<file path="src/design/ees_regs.svh">
// Constants for the serial EEPROM slave front end.
`ifndef EES_REGS_SVH
`define EES_REGS_SVH

// Fixed device type nibble of the slave address.
`define EES_TYPE_CODE 4'ha
// Slave address bit positions.
`define EES_POS_CS_HIGH 3
`define EES_POS_CS_LOW 2
`define EES_POS_ADDR_MSB 1
`define EES_POS_DIR 0
// Power-up to ready delay in microseconds (0.35 ms).
`define EES_POWERUP_US 350
// Glitch filter width in nanoseconds.
`define EES_GLITCH_NS 50
// Clock period in nanoseconds (200 MHz).
`define EES_CLK_NS 5
// Cycles for the power-up delay, rounded down as a longest time.
`define EES_POWERUP_CYC ((`EES_POWERUP_US * 1000) / `EES_CLK_NS)
// Cycles for the glitch filter, rounded up as a least time.
`define EES_GLITCH_CYC ((`EES_GLITCH_NS + `EES_CLK_NS - 1) / `EES_CLK_NS)

`endif

</file>
<file path="src/design/ees_pkg.sv">
// Types shared by the serial EEPROM slave front end.
`default_nettype none
package ees_pkg;

  // Protocol state of the slave.
  typedef enum logic [2:0] {
    EES_IDLE,
    EES_ADDR,
    EES_ACK,
    EES_RECV,
    EES_SEND,
    EES_MACK
  } ees_state_e;

  // Filtered and synchronised bus levels.
  typedef struct packed {
    logic scl;
    logic sda;
  } ees_bus_s;

  // Static strap and protect levels.
  typedef struct packed {
    logic cs_high;
    logic cs_low;
    logic write_protect;
  } ees_strap_s;

endpackage
`default_nettype wire

</file>
<file path="src/design/ees_slave.sv">
// Two-wire bus slave front end of a small serial EEPROM.
// How it works
// Power-up enters standby, logic in known state.
// Supply loss forces the reset state again.
// No commands accepted before power-up delay.
// Sample on clock rise, change after fall.
// Undriven chip-select straps read as zero.
// Write protect high blocks all memory writes.
// Master makes clock, START and STOP.
// Pull low for zero, release for one.
// Master starts only on an idle bus.
// Data change with clock high is START/STOP.
// START is data falling while clock high.
// Without START, all activity is ignored.
// STOP is data rising while clock high.
// Address upper nibble must equal 1010.
// Chip-selects match straps; third bit is address.
// Last address bit: one reads, zero writes.
// Matching address acknowledged on ninth clock.
// Write address and data bytes acknowledged.
// Read shifts eight bits, releases on ninth.
// Keep sending while the master acknowledges.
// Pulses up to 50 ns are filtered out.
// Busy with internal write: data released.
// Addressed while busy: no acknowledge.
// Extension bits: cs high, cs low, address msb.
// Mismatch: no acknowledge, idle until START.
`include "ees_regs.svh"
`default_nettype none
module ees_slave
  import ees_pkg::*;
#(
  parameter int READY_CYC = `EES_POWERUP_CYC,
  parameter int FILTER_CYC = `EES_GLITCH_CYC
) (
  input wire logic sys_clk,
  input wire logic nrst,
  input wire logic scl_in,
  input wire logic sda_in,
  output logic sda_out,
  output logic sda_oe,
  input wire logic chip_select_strap_high,
  input wire logic chip_select_strap_low,
  input wire logic write_protect,
  input wire logic write_busy,
  input wire logic [7:0] read_data,
  output logic memory_address_msb,
  output logic is_read,
  output logic rx_valid,
  output logic [7:0] rx_data,
  output logic rx_first,
  output logic read_next,
  output logic cmd_end,
  output logic write_blocked
);

  // Reset release through two flip-flops. Supply loss shows as nrst low,
  // which forces every flip-flop back to its reset value.
  logic rst_s0_r;
  logic rst_n;

  always_ff @(posedge sys_clk or negedge nrst) begin
    if (!nrst) begin
      rst_s0_r <= 1'b0;
      rst_n <= 1'b0;
    end else begin
      rst_s0_r <= 1'b1;
      rst_n <= rst_s0_r;
    end
  end

  // Filtered bus levels and the power-up ready flag.
  ees_bus_s bus;
  logic ready;

  ees_glitch_filter #(.FILTER_CYC(FILTER_CYC)) u_scl_filt (
    .sys_clk(sys_clk),
    .rst_n(rst_n),
    .pin_in(scl_in),
    .level_out(bus.scl)
  );

  ees_glitch_filter #(.FILTER_CYC(FILTER_CYC)) u_sda_filt (
    .sys_clk(sys_clk),
    .rst_n(rst_n),
    .pin_in(sda_in),
    .level_out(bus.sda)
  );

  ees_powerup_timer #(.READY_CYC(READY_CYC)) u_pu (
    .sys_clk(sys_clk),
    .rst_n(rst_n),
    .ready(ready)
  );

  // Straps are pins from outside, so they pass two flip-flops. A strap
  // left open is pulled low in the pad, which reads here as zero.
  ees_strap_s strap_s0_r;
  ees_strap_s strap_r;

  always_ff @(posedge sys_clk or negedge rst_n) begin
    if (!rst_n) begin
      strap_s0_r <= '0;
      strap_r <= '0;
    end else begin
      strap_s0_r <= {chip_select_strap_high, chip_select_strap_low,
                     write_protect};
      strap_r <= strap_s0_r;
    end
  end

  // Previous filtered levels for edge detection.
  ees_bus_s prev_r;
  logic scl_rise;
  logic scl_fall;
  logic start_det;
  logic stop_det;

  always_ff @(posedge sys_clk or negedge rst_n) begin
    if (!rst_n) begin
      prev_r <= '{scl: 1'b1, sda: 1'b1};
    end else begin
      prev_r <= bus;
    end
  end

  // Edges of the filtered levels. A data edge with clock high is always
  // a bus condition, never data.
  always_comb begin
    scl_rise = bus.scl && !prev_r.scl;
    scl_fall = !bus.scl && prev_r.scl;
    start_det = bus.scl && prev_r.scl && prev_r.sda && !bus.sda;
    stop_det = bus.scl && prev_r.scl && !prev_r.sda && bus.sda;
  end

  // Returns whether a slave address selects this device.
  function automatic logic addr_match(input logic [7:0] a,
                                      input ees_strap_s s);
    addr_match = (a[7:4] == `EES_TYPE_CODE) &&
      (a[`EES_POS_CS_HIGH] == s.cs_high) &&
      (a[`EES_POS_CS_LOW] == s.cs_low);
  endfunction

  // Protocol state.
  ees_state_e state_r, state_nxt;
  logic [7:0] shift_r, shift_nxt;
  logic [3:0] bit_r, bit_nxt;
  logic ack_r, ack_nxt; // Master acknowledge sampled in the MACK slot.
  logic read_r, read_nxt;
  logic first_r, first_nxt; // Next received byte is the word address.
  logic msb_r, msb_nxt;
  logic oe_r, oe_nxt;
  logic rxv_r, rxv_nxt;
  logic [7:0] rxd_r, rxd_nxt;
  logic rxf_r, rxf_nxt;
  logic rdn_r, rdn_nxt;
  logic end_r, end_nxt;
  logic wblk_r, wblk_nxt;

  // One process computes the whole next protocol state. Sampling is on
  // the clock rise and the data pin only moves after the clock fall.
  always_comb begin
    state_nxt = state_r;
    shift_nxt = shift_r;
    bit_nxt = bit_r;
    ack_nxt = ack_r;
    read_nxt = read_r;
    first_nxt = first_r;
    msb_nxt = msb_r;
    oe_nxt = oe_r;
    rxv_nxt = 1'b0;
    rxd_nxt = rxd_r;
    rxf_nxt = rxf_r;
    rdn_nxt = 1'b0;
    end_nxt = 1'b0;
    wblk_nxt = wblk_r;
    if (!ready) begin
      state_nxt = EES_IDLE;
      oe_nxt = 1'b0;
    end else if (start_det) begin
      state_nxt = EES_ADDR;
      bit_nxt = 4'h0;
      oe_nxt = 1'b0;
    end else if (stop_det) begin
      state_nxt = EES_IDLE;
      oe_nxt = 1'b0;
      end_nxt = 1'b1;
    end else begin
      case (state_r)
        EES_IDLE: begin
          oe_nxt = 1'b0;
        end
        EES_ADDR: begin
          if (scl_rise) begin
            shift_nxt = {shift_r[6:0], bus.sda};
            bit_nxt = bit_r + 4'h1;
          end else if (scl_fall && bit_r == 4'h8) begin
            if (addr_match(shift_r, strap_r) && !write_busy) begin
              ack_nxt = 1'b1;
              oe_nxt = 1'b1;
              read_nxt = shift_r[`EES_POS_DIR];
              msb_nxt = shift_r[`EES_POS_ADDR_MSB];
              first_nxt = 1'b1;
              wblk_nxt = 1'b0;
              state_nxt = EES_ACK;
            end else begin
              state_nxt = EES_IDLE;
            end
          end
        end
        EES_ACK: begin
          // The acknowledge is held low through the ninth clock.
          if (scl_fall) begin
            bit_nxt = 4'h0;
            if (read_r) begin
              shift_nxt = read_data;
              rdn_nxt = 1'b1;
              oe_nxt = !read_data[7];
              state_nxt = EES_SEND;
            end else begin
              oe_nxt = 1'b0;
              state_nxt = EES_RECV;
            end
          end
        end
        EES_RECV: begin
          if (scl_rise) begin
            shift_nxt = {shift_r[6:0], bus.sda};
            bit_nxt = bit_r + 4'h1;
          end else if (scl_fall && bit_r == 4'h7 && !first_r) begin
            // Protect is strobed on the fall before the last bit of each data byte.
            wblk_nxt = strap_r.write_protect;
          end else if (scl_fall && bit_r == 4'h8) begin
            first_nxt = 1'b0;
            if (!first_r && wblk_r) begin
              // A refused byte is never handed on as received.
              state_nxt = EES_IDLE;
              oe_nxt = 1'b0;
            end else begin
              rxv_nxt = 1'b1;
              rxd_nxt = shift_r;
              rxf_nxt = first_r;
              oe_nxt = 1'b1;
              state_nxt = EES_ACK;
            end
          end
        end
        EES_SEND: begin
          if (scl_fall) begin
            if (bit_r == 4'h7) begin
              oe_nxt = 1'b0;
              state_nxt = EES_MACK;
            end else begin
              shift_nxt = {shift_r[6:0], 1'b0};
              oe_nxt = !shift_r[6];
              bit_nxt = bit_r + 4'h1;
            end
          end
        end
        EES_MACK: begin
          if (scl_rise) begin
            ack_nxt = !bus.sda;
          end else if (scl_fall) begin
            if (ack_r) begin
              shift_nxt = read_data;
              rdn_nxt = 1'b1;
              oe_nxt = !read_data[7];
              bit_nxt = 4'h0;
              state_nxt = EES_SEND;
            end else begin
              state_nxt = EES_IDLE;
            end
          end
        end
        default: begin
          state_nxt = EES_IDLE;
          oe_nxt = 1'b0;
        end
      endcase
    end
  end

  // Registers of the protocol state.
  always_ff @(posedge sys_clk or negedge rst_n) begin
    if (!rst_n) begin
      state_r <= EES_IDLE;
      shift_r <= 8'h00;
      bit_r <= 4'h0;
      ack_r <= 1'b0;
      read_r <= 1'b0;
      first_r <= 1'b0;
      msb_r <= 1'b0;
      oe_r <= 1'b0;
      rxv_r <= 1'b0;
      rxd_r <= 8'h00;
      rxf_r <= 1'b0;
      rdn_r <= 1'b0;
      end_r <= 1'b0;
      wblk_r <= 1'b0;
    end else begin
      state_r <= state_nxt;
      shift_r <= shift_nxt;
      bit_r <= bit_nxt;
      ack_r <= ack_nxt;
      read_r <= read_nxt;
      first_r <= first_nxt;
      msb_r <= msb_nxt;
      oe_r <= oe_nxt;
      rxv_r <= rxv_nxt;
      rxd_r <= rxd_nxt;
      rxf_r <= rxf_nxt;
      rdn_r <= rdn_nxt;
      end_r <= end_nxt;
      wblk_r <= wblk_nxt;
    end
  end

  // Open drain: the pin only ever pulls low.
  assign sda_out = 1'b0;
  assign sda_oe = oe_r;
  assign memory_address_msb = msb_r;
  assign is_read = read_r;
  assign rx_valid = rxv_r;
  assign rx_data = rxd_r;
  assign rx_first = rxf_r;
  assign read_next = rdn_r;
  assign cmd_end = end_r;
  assign write_blocked = wblk_r;

endmodule
`default_nettype wire

</file>
<file path="src/design/ees_glitch_filter.sv">
// Synchroniser and glitch filter for one bus input.
`include "ees_regs.svh"
`default_nettype none
module ees_glitch_filter
  import ees_pkg::*;
#(
  parameter int FILTER_CYC = `EES_GLITCH_CYC
) (
  input wire logic sys_clk,
  input wire logic rst_n,
  input wire logic pin_in,
  output logic level_out
);

  initial begin
    if (FILTER_CYC < 1 || FILTER_CYC > 255) begin
      $error("FILTER_CYC out of range");
    end
  end

  // Two-stage synchroniser; only the second stage is read further on.
  logic sync0_r;
  logic sync1_r;
  // Filtered level and how long the input has disagreed with it.
  logic level_r;
  logic level_nxt;
  logic [7:0] cnt_r;
  logic [7:0] cnt_nxt;

  // A new level is taken only once it has held past the filter width.
  always_comb begin
    level_nxt = level_r;
    cnt_nxt = 8'h00;
    if (sync1_r != level_r) begin
      if (cnt_r >= 8'(FILTER_CYC)) begin
        level_nxt = sync1_r;
      end else begin
        cnt_nxt = cnt_r + 8'h01;
      end
    end
  end

  // Idle bus is high, so the filter starts high.
  always_ff @(posedge sys_clk or negedge rst_n) begin
    if (!rst_n) begin
      sync0_r <= 1'b1;
      sync1_r <= 1'b1;
      level_r <= 1'b1;
      cnt_r <= 8'h00;
    end else begin
      sync0_r <= pin_in;
      sync1_r <= sync0_r;
      level_r <= level_nxt;
      cnt_r <= cnt_nxt;
    end
  end

  assign level_out = level_r;

endmodule
`default_nettype wire

</file>
<file path="src/design/ees_powerup_timer.sv">
// Power-up ready timer held in reset while the supply is low.
`include "ees_regs.svh"
`default_nettype none
module ees_powerup_timer
  import ees_pkg::*;
#(
  parameter int READY_CYC = `EES_POWERUP_CYC
) (
  input wire logic sys_clk,
  input wire logic rst_n,
  output logic ready
);

  initial begin
    if (READY_CYC < 1 || READY_CYC >= (1 << 20)) begin
      $error("READY_CYC out of range");
    end
  end

  // Counts cycles since reset release; reaching the end means ready.
  logic [19:0] cnt_r;
  logic [19:0] cnt_nxt;
  logic ready_r;
  logic ready_nxt;

  // Count up once, then hold ready until the next reset.
  always_comb begin
    cnt_nxt = cnt_r;
    ready_nxt = ready_r;
    if (!ready_r) begin
      if (cnt_r >= 20'(READY_CYC - 1)) begin
        ready_nxt = 1'b1;
      end else begin
        cnt_nxt = cnt_r + 20'h00001;
      end
    end
  end

  always_ff @(posedge sys_clk or negedge rst_n) begin
    if (!rst_n) begin
      cnt_r <= 20'h00000;
      ready_r <= 1'b0;
    end else begin
      cnt_r <= cnt_nxt;
      ready_r <= ready_nxt;
    end
  end

  assign ready = ready_r;

endmodule
`default_nettype wire

</file>
<file path="config.mk">
export PLATFORM = sky130hd
export DESIGN_NAME = ees_slave
export DESIGN_NICKNAME = d
export VERILOG_FILES = /design/src/design/ees_pkg.sv /design/src/design/ees_slave.sv /design/src/design/ees_glitch_filter.sv /design/src/design/ees_powerup_timer.sv
export VERILOG_INCLUDE_DIRS = /design/src /design/src/design
export SDC_FILE = /design/constraint.sdc
export NUM_CORES = 1
export LEC_CHECK = 0
export BUFFER_PORTS_ARGS = -buffer_cell sky130_fd_sc_hd__buf_4
export CAP_MARGIN = 30
export CORE_MARGIN = 8
export CORE_UTILIZATION = 45
export CTS_CLUSTER_SIZE = 10
export DETAILED_ROUTE_END_ITERATION = 7
export GPL_ROUTABILITY_DRIVEN = 1
export GPL_TIMING_DRIVEN = 0
export PLACE_DENSITY = 0.74
export SYNTH_ARGS = -nofsm -noshare
export SYNTH_HDL_FRONTEND = slang
export SYNTH_SLANG_ARGS = --single-unit
</file>
<file path="constraint.sdc">
create_clock -name sys_clk -period 2.9 [get_ports sys_clk]
set_input_delay 0.145 -clock sys_clk [delete_from_list [all_inputs] [get_ports sys_clk]]
set_output_delay 0.145 -clock sys_clk [all_outputs]
set_load 0.005 [all_outputs]
</file>
==> impl_metrics.env <==
export IMPL_async_flop_share_pct=100.0
export IMPL_r2r_end="shift_r[5]$_DFFE_PN0P_"
export IMPL_crit_start="bit_r[0]$_DFFE_PN0P_"
export IMPL_synth_edf_count=0
export IMPL_synth_top_area_share_pct=48.95
export IMPL_antenna_found_initial=0
export IMPL_r2r_start="bit_r[0]$_DFFE_PN0P_"
export IMPL_worst_pin_slew_ps=894.2
export IMPL_vias=2724
export IMPL_p_switching_mw=0.4456
export IMPL_netlist_area_sq_mm=0.003988
export IMPL_crit_slowest_cell="dfrtp_1"
export IMPL_synth_main_ff_cell="dfrtp_1"
export IMPL_ys_ff_latch=86
export IMPL_critical_path_arrival_ps=2500
export IMPL_gr_total_overflow=0
export IMPL_first_global_vias=2755
export IMPL_fmax_mhz=440.5
export IMPL_fp_dieW_um=110.1
export IMPL_grtUsageTotal_pct=13.31
export IMPL_cts_buffers=9
export IMPL_mostFrequentLayoutCells="dfrtp_1 (77), buf_4 (35), mux2_2 (28)"
export IMPL_syn2layout_area_growth_pct=17.10
export IMPL_synth_distinct_cells=67
export IMPL_finalHoldViolations=0
export IMPL_seq_power_share_pct=58.3
export IMPL_post_cts_setup_buffers=0
export IMPL_syn_avg_cell_area_sq_um=11.94
export IMPL_slew_headroom_pct=39.55
export IMPL_endpoint_kind="flip-flop"
export IMPL_pwr_density_cell_mw_per_mm2=455.2
export IMPL_final_common_cell="dfrtp_1"
export IMPL_gp_congestion=0.8907
export IMPL_num_antenna_cells=0
export IMPL_path_max_fanout=8
export IMPL_grt_max_degree=50
export IMPL_holdBufCountCts=6
export IMPL_first_pass_iters=4
export IMPL_min_period_ps=2270
export IMPL_drive_gt1_share_pct=27.78
export IMPL_swShare_pct=20.96
export IMPL_wl_mm=7.435
export IMPL_outcome="completed"
export IMPL_reg2reg_depth=6
export IMPL_detail_route_wl_per_cell_um=14.75
export IMPL_utilization_pct=53.81
export IMPL_start_util_pct=45.95
export IMPL_nNetsFinal=414
export IMPL_cp_num_buf_inv=0
export IMPL_cts_path_max_buffers=2
export IMPL_port_buffers=31
export IMPL_clock_sinks=86
export IMPL_r2r_slack_ps=630
export IMPL_fin_tns_setup_ps=0
export IMPL_h_tree_depth=3
export IMPL_viasPerCell=5.405
export IMPL_ant_nets=0
export IMPL_fin_skew_ps=18.48
export IMPL_drv_slew=0
export IMPL_start_kind="flip-flop"
export IMPL_first_iter_violations=127
export IMPL_path_clk_slew_ps=80
export IMPL_multiInputGateArea_sq_mm=0.001749
export IMPL_synth_seq_area_share_pct=54.22
export IMPL_synth_warning_count=0
export IMPL_rows=34
export IMPL_clk_latency_ps=350
export IMPL_regArea_sq_mm=0.002166
export IMPL_ir_drop_mv=0.2294
export IMPL_finalCritPeriodShare_pct=78.28
export IMPL_crit_type="flip-flop to flip-flop"
export IMPL_internal_power_mw=1.680
export IMPL_cts_resized=0
export IMPL_finalSetupViolations=0
export IMPL_critical_path_top_delay_family="simple AND/OR/NAND/NOR gates"
export IMPL_pwr_share_clk_pct=38.2
export IMPL_tritoncts="done"
export IMPL_grt_pass1_wl_mm=12.88
export IMPL_rsz0062_at_grt="false"
export IMPL_maxCapViolations=0
export IMPL_endpoint="shift_r[5]$_DFFE_PN0P_"
export IMPL_clockRootBuffer="clkbuf_8"
export IMPL_cp_slowest_stage_delay_ps=420
export IMPL_die_h_um=110.1
export IMPL_die_area_sq_mm=0.01213
export IMPL_io_pins=33
export IMPL_fillCellCount=770
export IMPL_synthCells=334
export IMPL_cp_depth=6
export IMPL_comb_power_share_pct=3.5
export IMPL_core_area_sq_mm=0.008678
export IMPL_place_hpwl_mm=5.416
export IMPL_cellLeakagePower_nw=2.148
export IMPL_synth_area_top_cells="dfrtp_1 (49%), mux2_2 (7.9%), dfstp_2 (5.3%), xnor2_1 (3.5%), ha_1 (2.2%)"
export IMPL_yosysTopAreaCell="dfrtp_1"
export IMPL_path_cells="ha_1 > and3b_1 > o211ai_1 > nand2_2 > nor3_4 > mux2_2"
export IMPL_cp_required_ps=3130
export IMPL_hold_class="primary input to asynchronous set/reset pin"
export IMPL_drcViolationCount=0
-- cells in the mapped netlist, drive strengths merged (6+ instances only) --
cell	instances
nand2b	7
nor2	15
nand2	21
and3	8
o21ai	13
mux2	30
ha	7
o31ai	7
xor2	6
nand4	7
nor3	7
dfstp	8
a21oi	8
buf	9
xnor2	16
dfrtp	78
nand3	13
inv	8
-- sequential cells by signal, summed over array words and instances, names as in the netlist, 2 cells and up --
name              count
shift_r               8
state_r               3
bit_r                 4
u_sda_filt.cnt_r      8
strap_s0_r            3
rx_data               8
strap_r               3
prev_r                2
u_pu.cnt_r           20
u_scl_filt.cnt_r      8
-- area by class of cell --
cell class / count / area share [%]
Buffer: 13 / 1.635
Clock buffer: 12 / 3.108
Clock inverter: 4 / 1.018
Inverter: 8 / 0.6431
Multi-Input combinational cell: 235 / 37.46
Sequential cell: 86 / 46.38
Tap cell: 108 / 2.894
Timing Repair Buffer: 38 / 6.860
-- how the worst min path moves through the flow --
| stage | slack (ps) | from | end | cells past startpoint |
|---|---|---|---|---|
| 6_report | 120 | nrst | rst_s0_r$_DFF_PN0_ | 2 |
| 5_1_grt | 100 | nrst | rst_s0_r$_DFF_PN0_ | 2 |
| 4_1_cts | 90 | nrst | rst_n$_DFF_PN0_ | 2 |
| 3_5_place_dp | -70 | nrst | rst_s0_r$_DFF_PN0_ | 1 |
| 3_3_place_gp | -70 | nrst | rst_s0_r$_DFF_PN0_ | 1 |
| 2_1_floorplan | -150 | nrst | rst_n$_DFF_PN0_ | 0 |
-- stage by stage --
stage | setup slack [ps] | instances | power [mW] | instance area, sq um | hold slack (ps)
6_report | 629.8 | 504 | 2.126 | 4669 | 116.9
5_1_grt | 477.9 | 504 | 2.220 | 4669 | 104.3
4_1_cts | 645.8 | 504 | 2.160 | 4669 | 93.37
3_5_place_dp | 650.4 | 482 | 1.334 | 4417 | -70.16
3_3_place_gp | -484.5 | 481 | 1.326 | 4385 | -72.51
2_1_floorplan | 341.3 | 342 | 1.298 | 4018 | -150.6
-- kinds of logic after synthesis --
group | share of synthesized area [%]
xor gates and xnor gates | 4.832
muxes | 8.817
and+or+nand+nor | 17.13
other | 0.1883
AOI/OAI and AO/OA | 9.947
adders and majority gates | 2.196
DFF | 54.22
buffers and inverters | 2.667
-- per-layer routing --
| layer | global-route usage, % | part of all wire, % | vias to the layer above |
|---|---|---|---|
| met3 | 2.733 | 4.2 | 6 |
| met2 | 21.19 | 51 | 56 |
| li1 | - | - | 1304 |
| met1 | 17.09 | 44 | 1358 |
| met4 | 6.185 | 0.89 | 0 |
| met5 | 0 | 0 | - |
-- power by group through the flow --
stage / Combinational, mW / Clock, mW / Sequential [mW]
after floorplan: 0.0301 / 0 / 1.27
after global placement: 0.0512 / 0 / 1.27
after detailed placement: 0.0699 / 0 / 1.26
after CTS: 0.0765 / 0.842 / 1.24
after global routing: 0.0839 / 0.892 / 1.24
final: 0.0746 / 0.811 / 1.24
(Power assumes the default switching activity.)
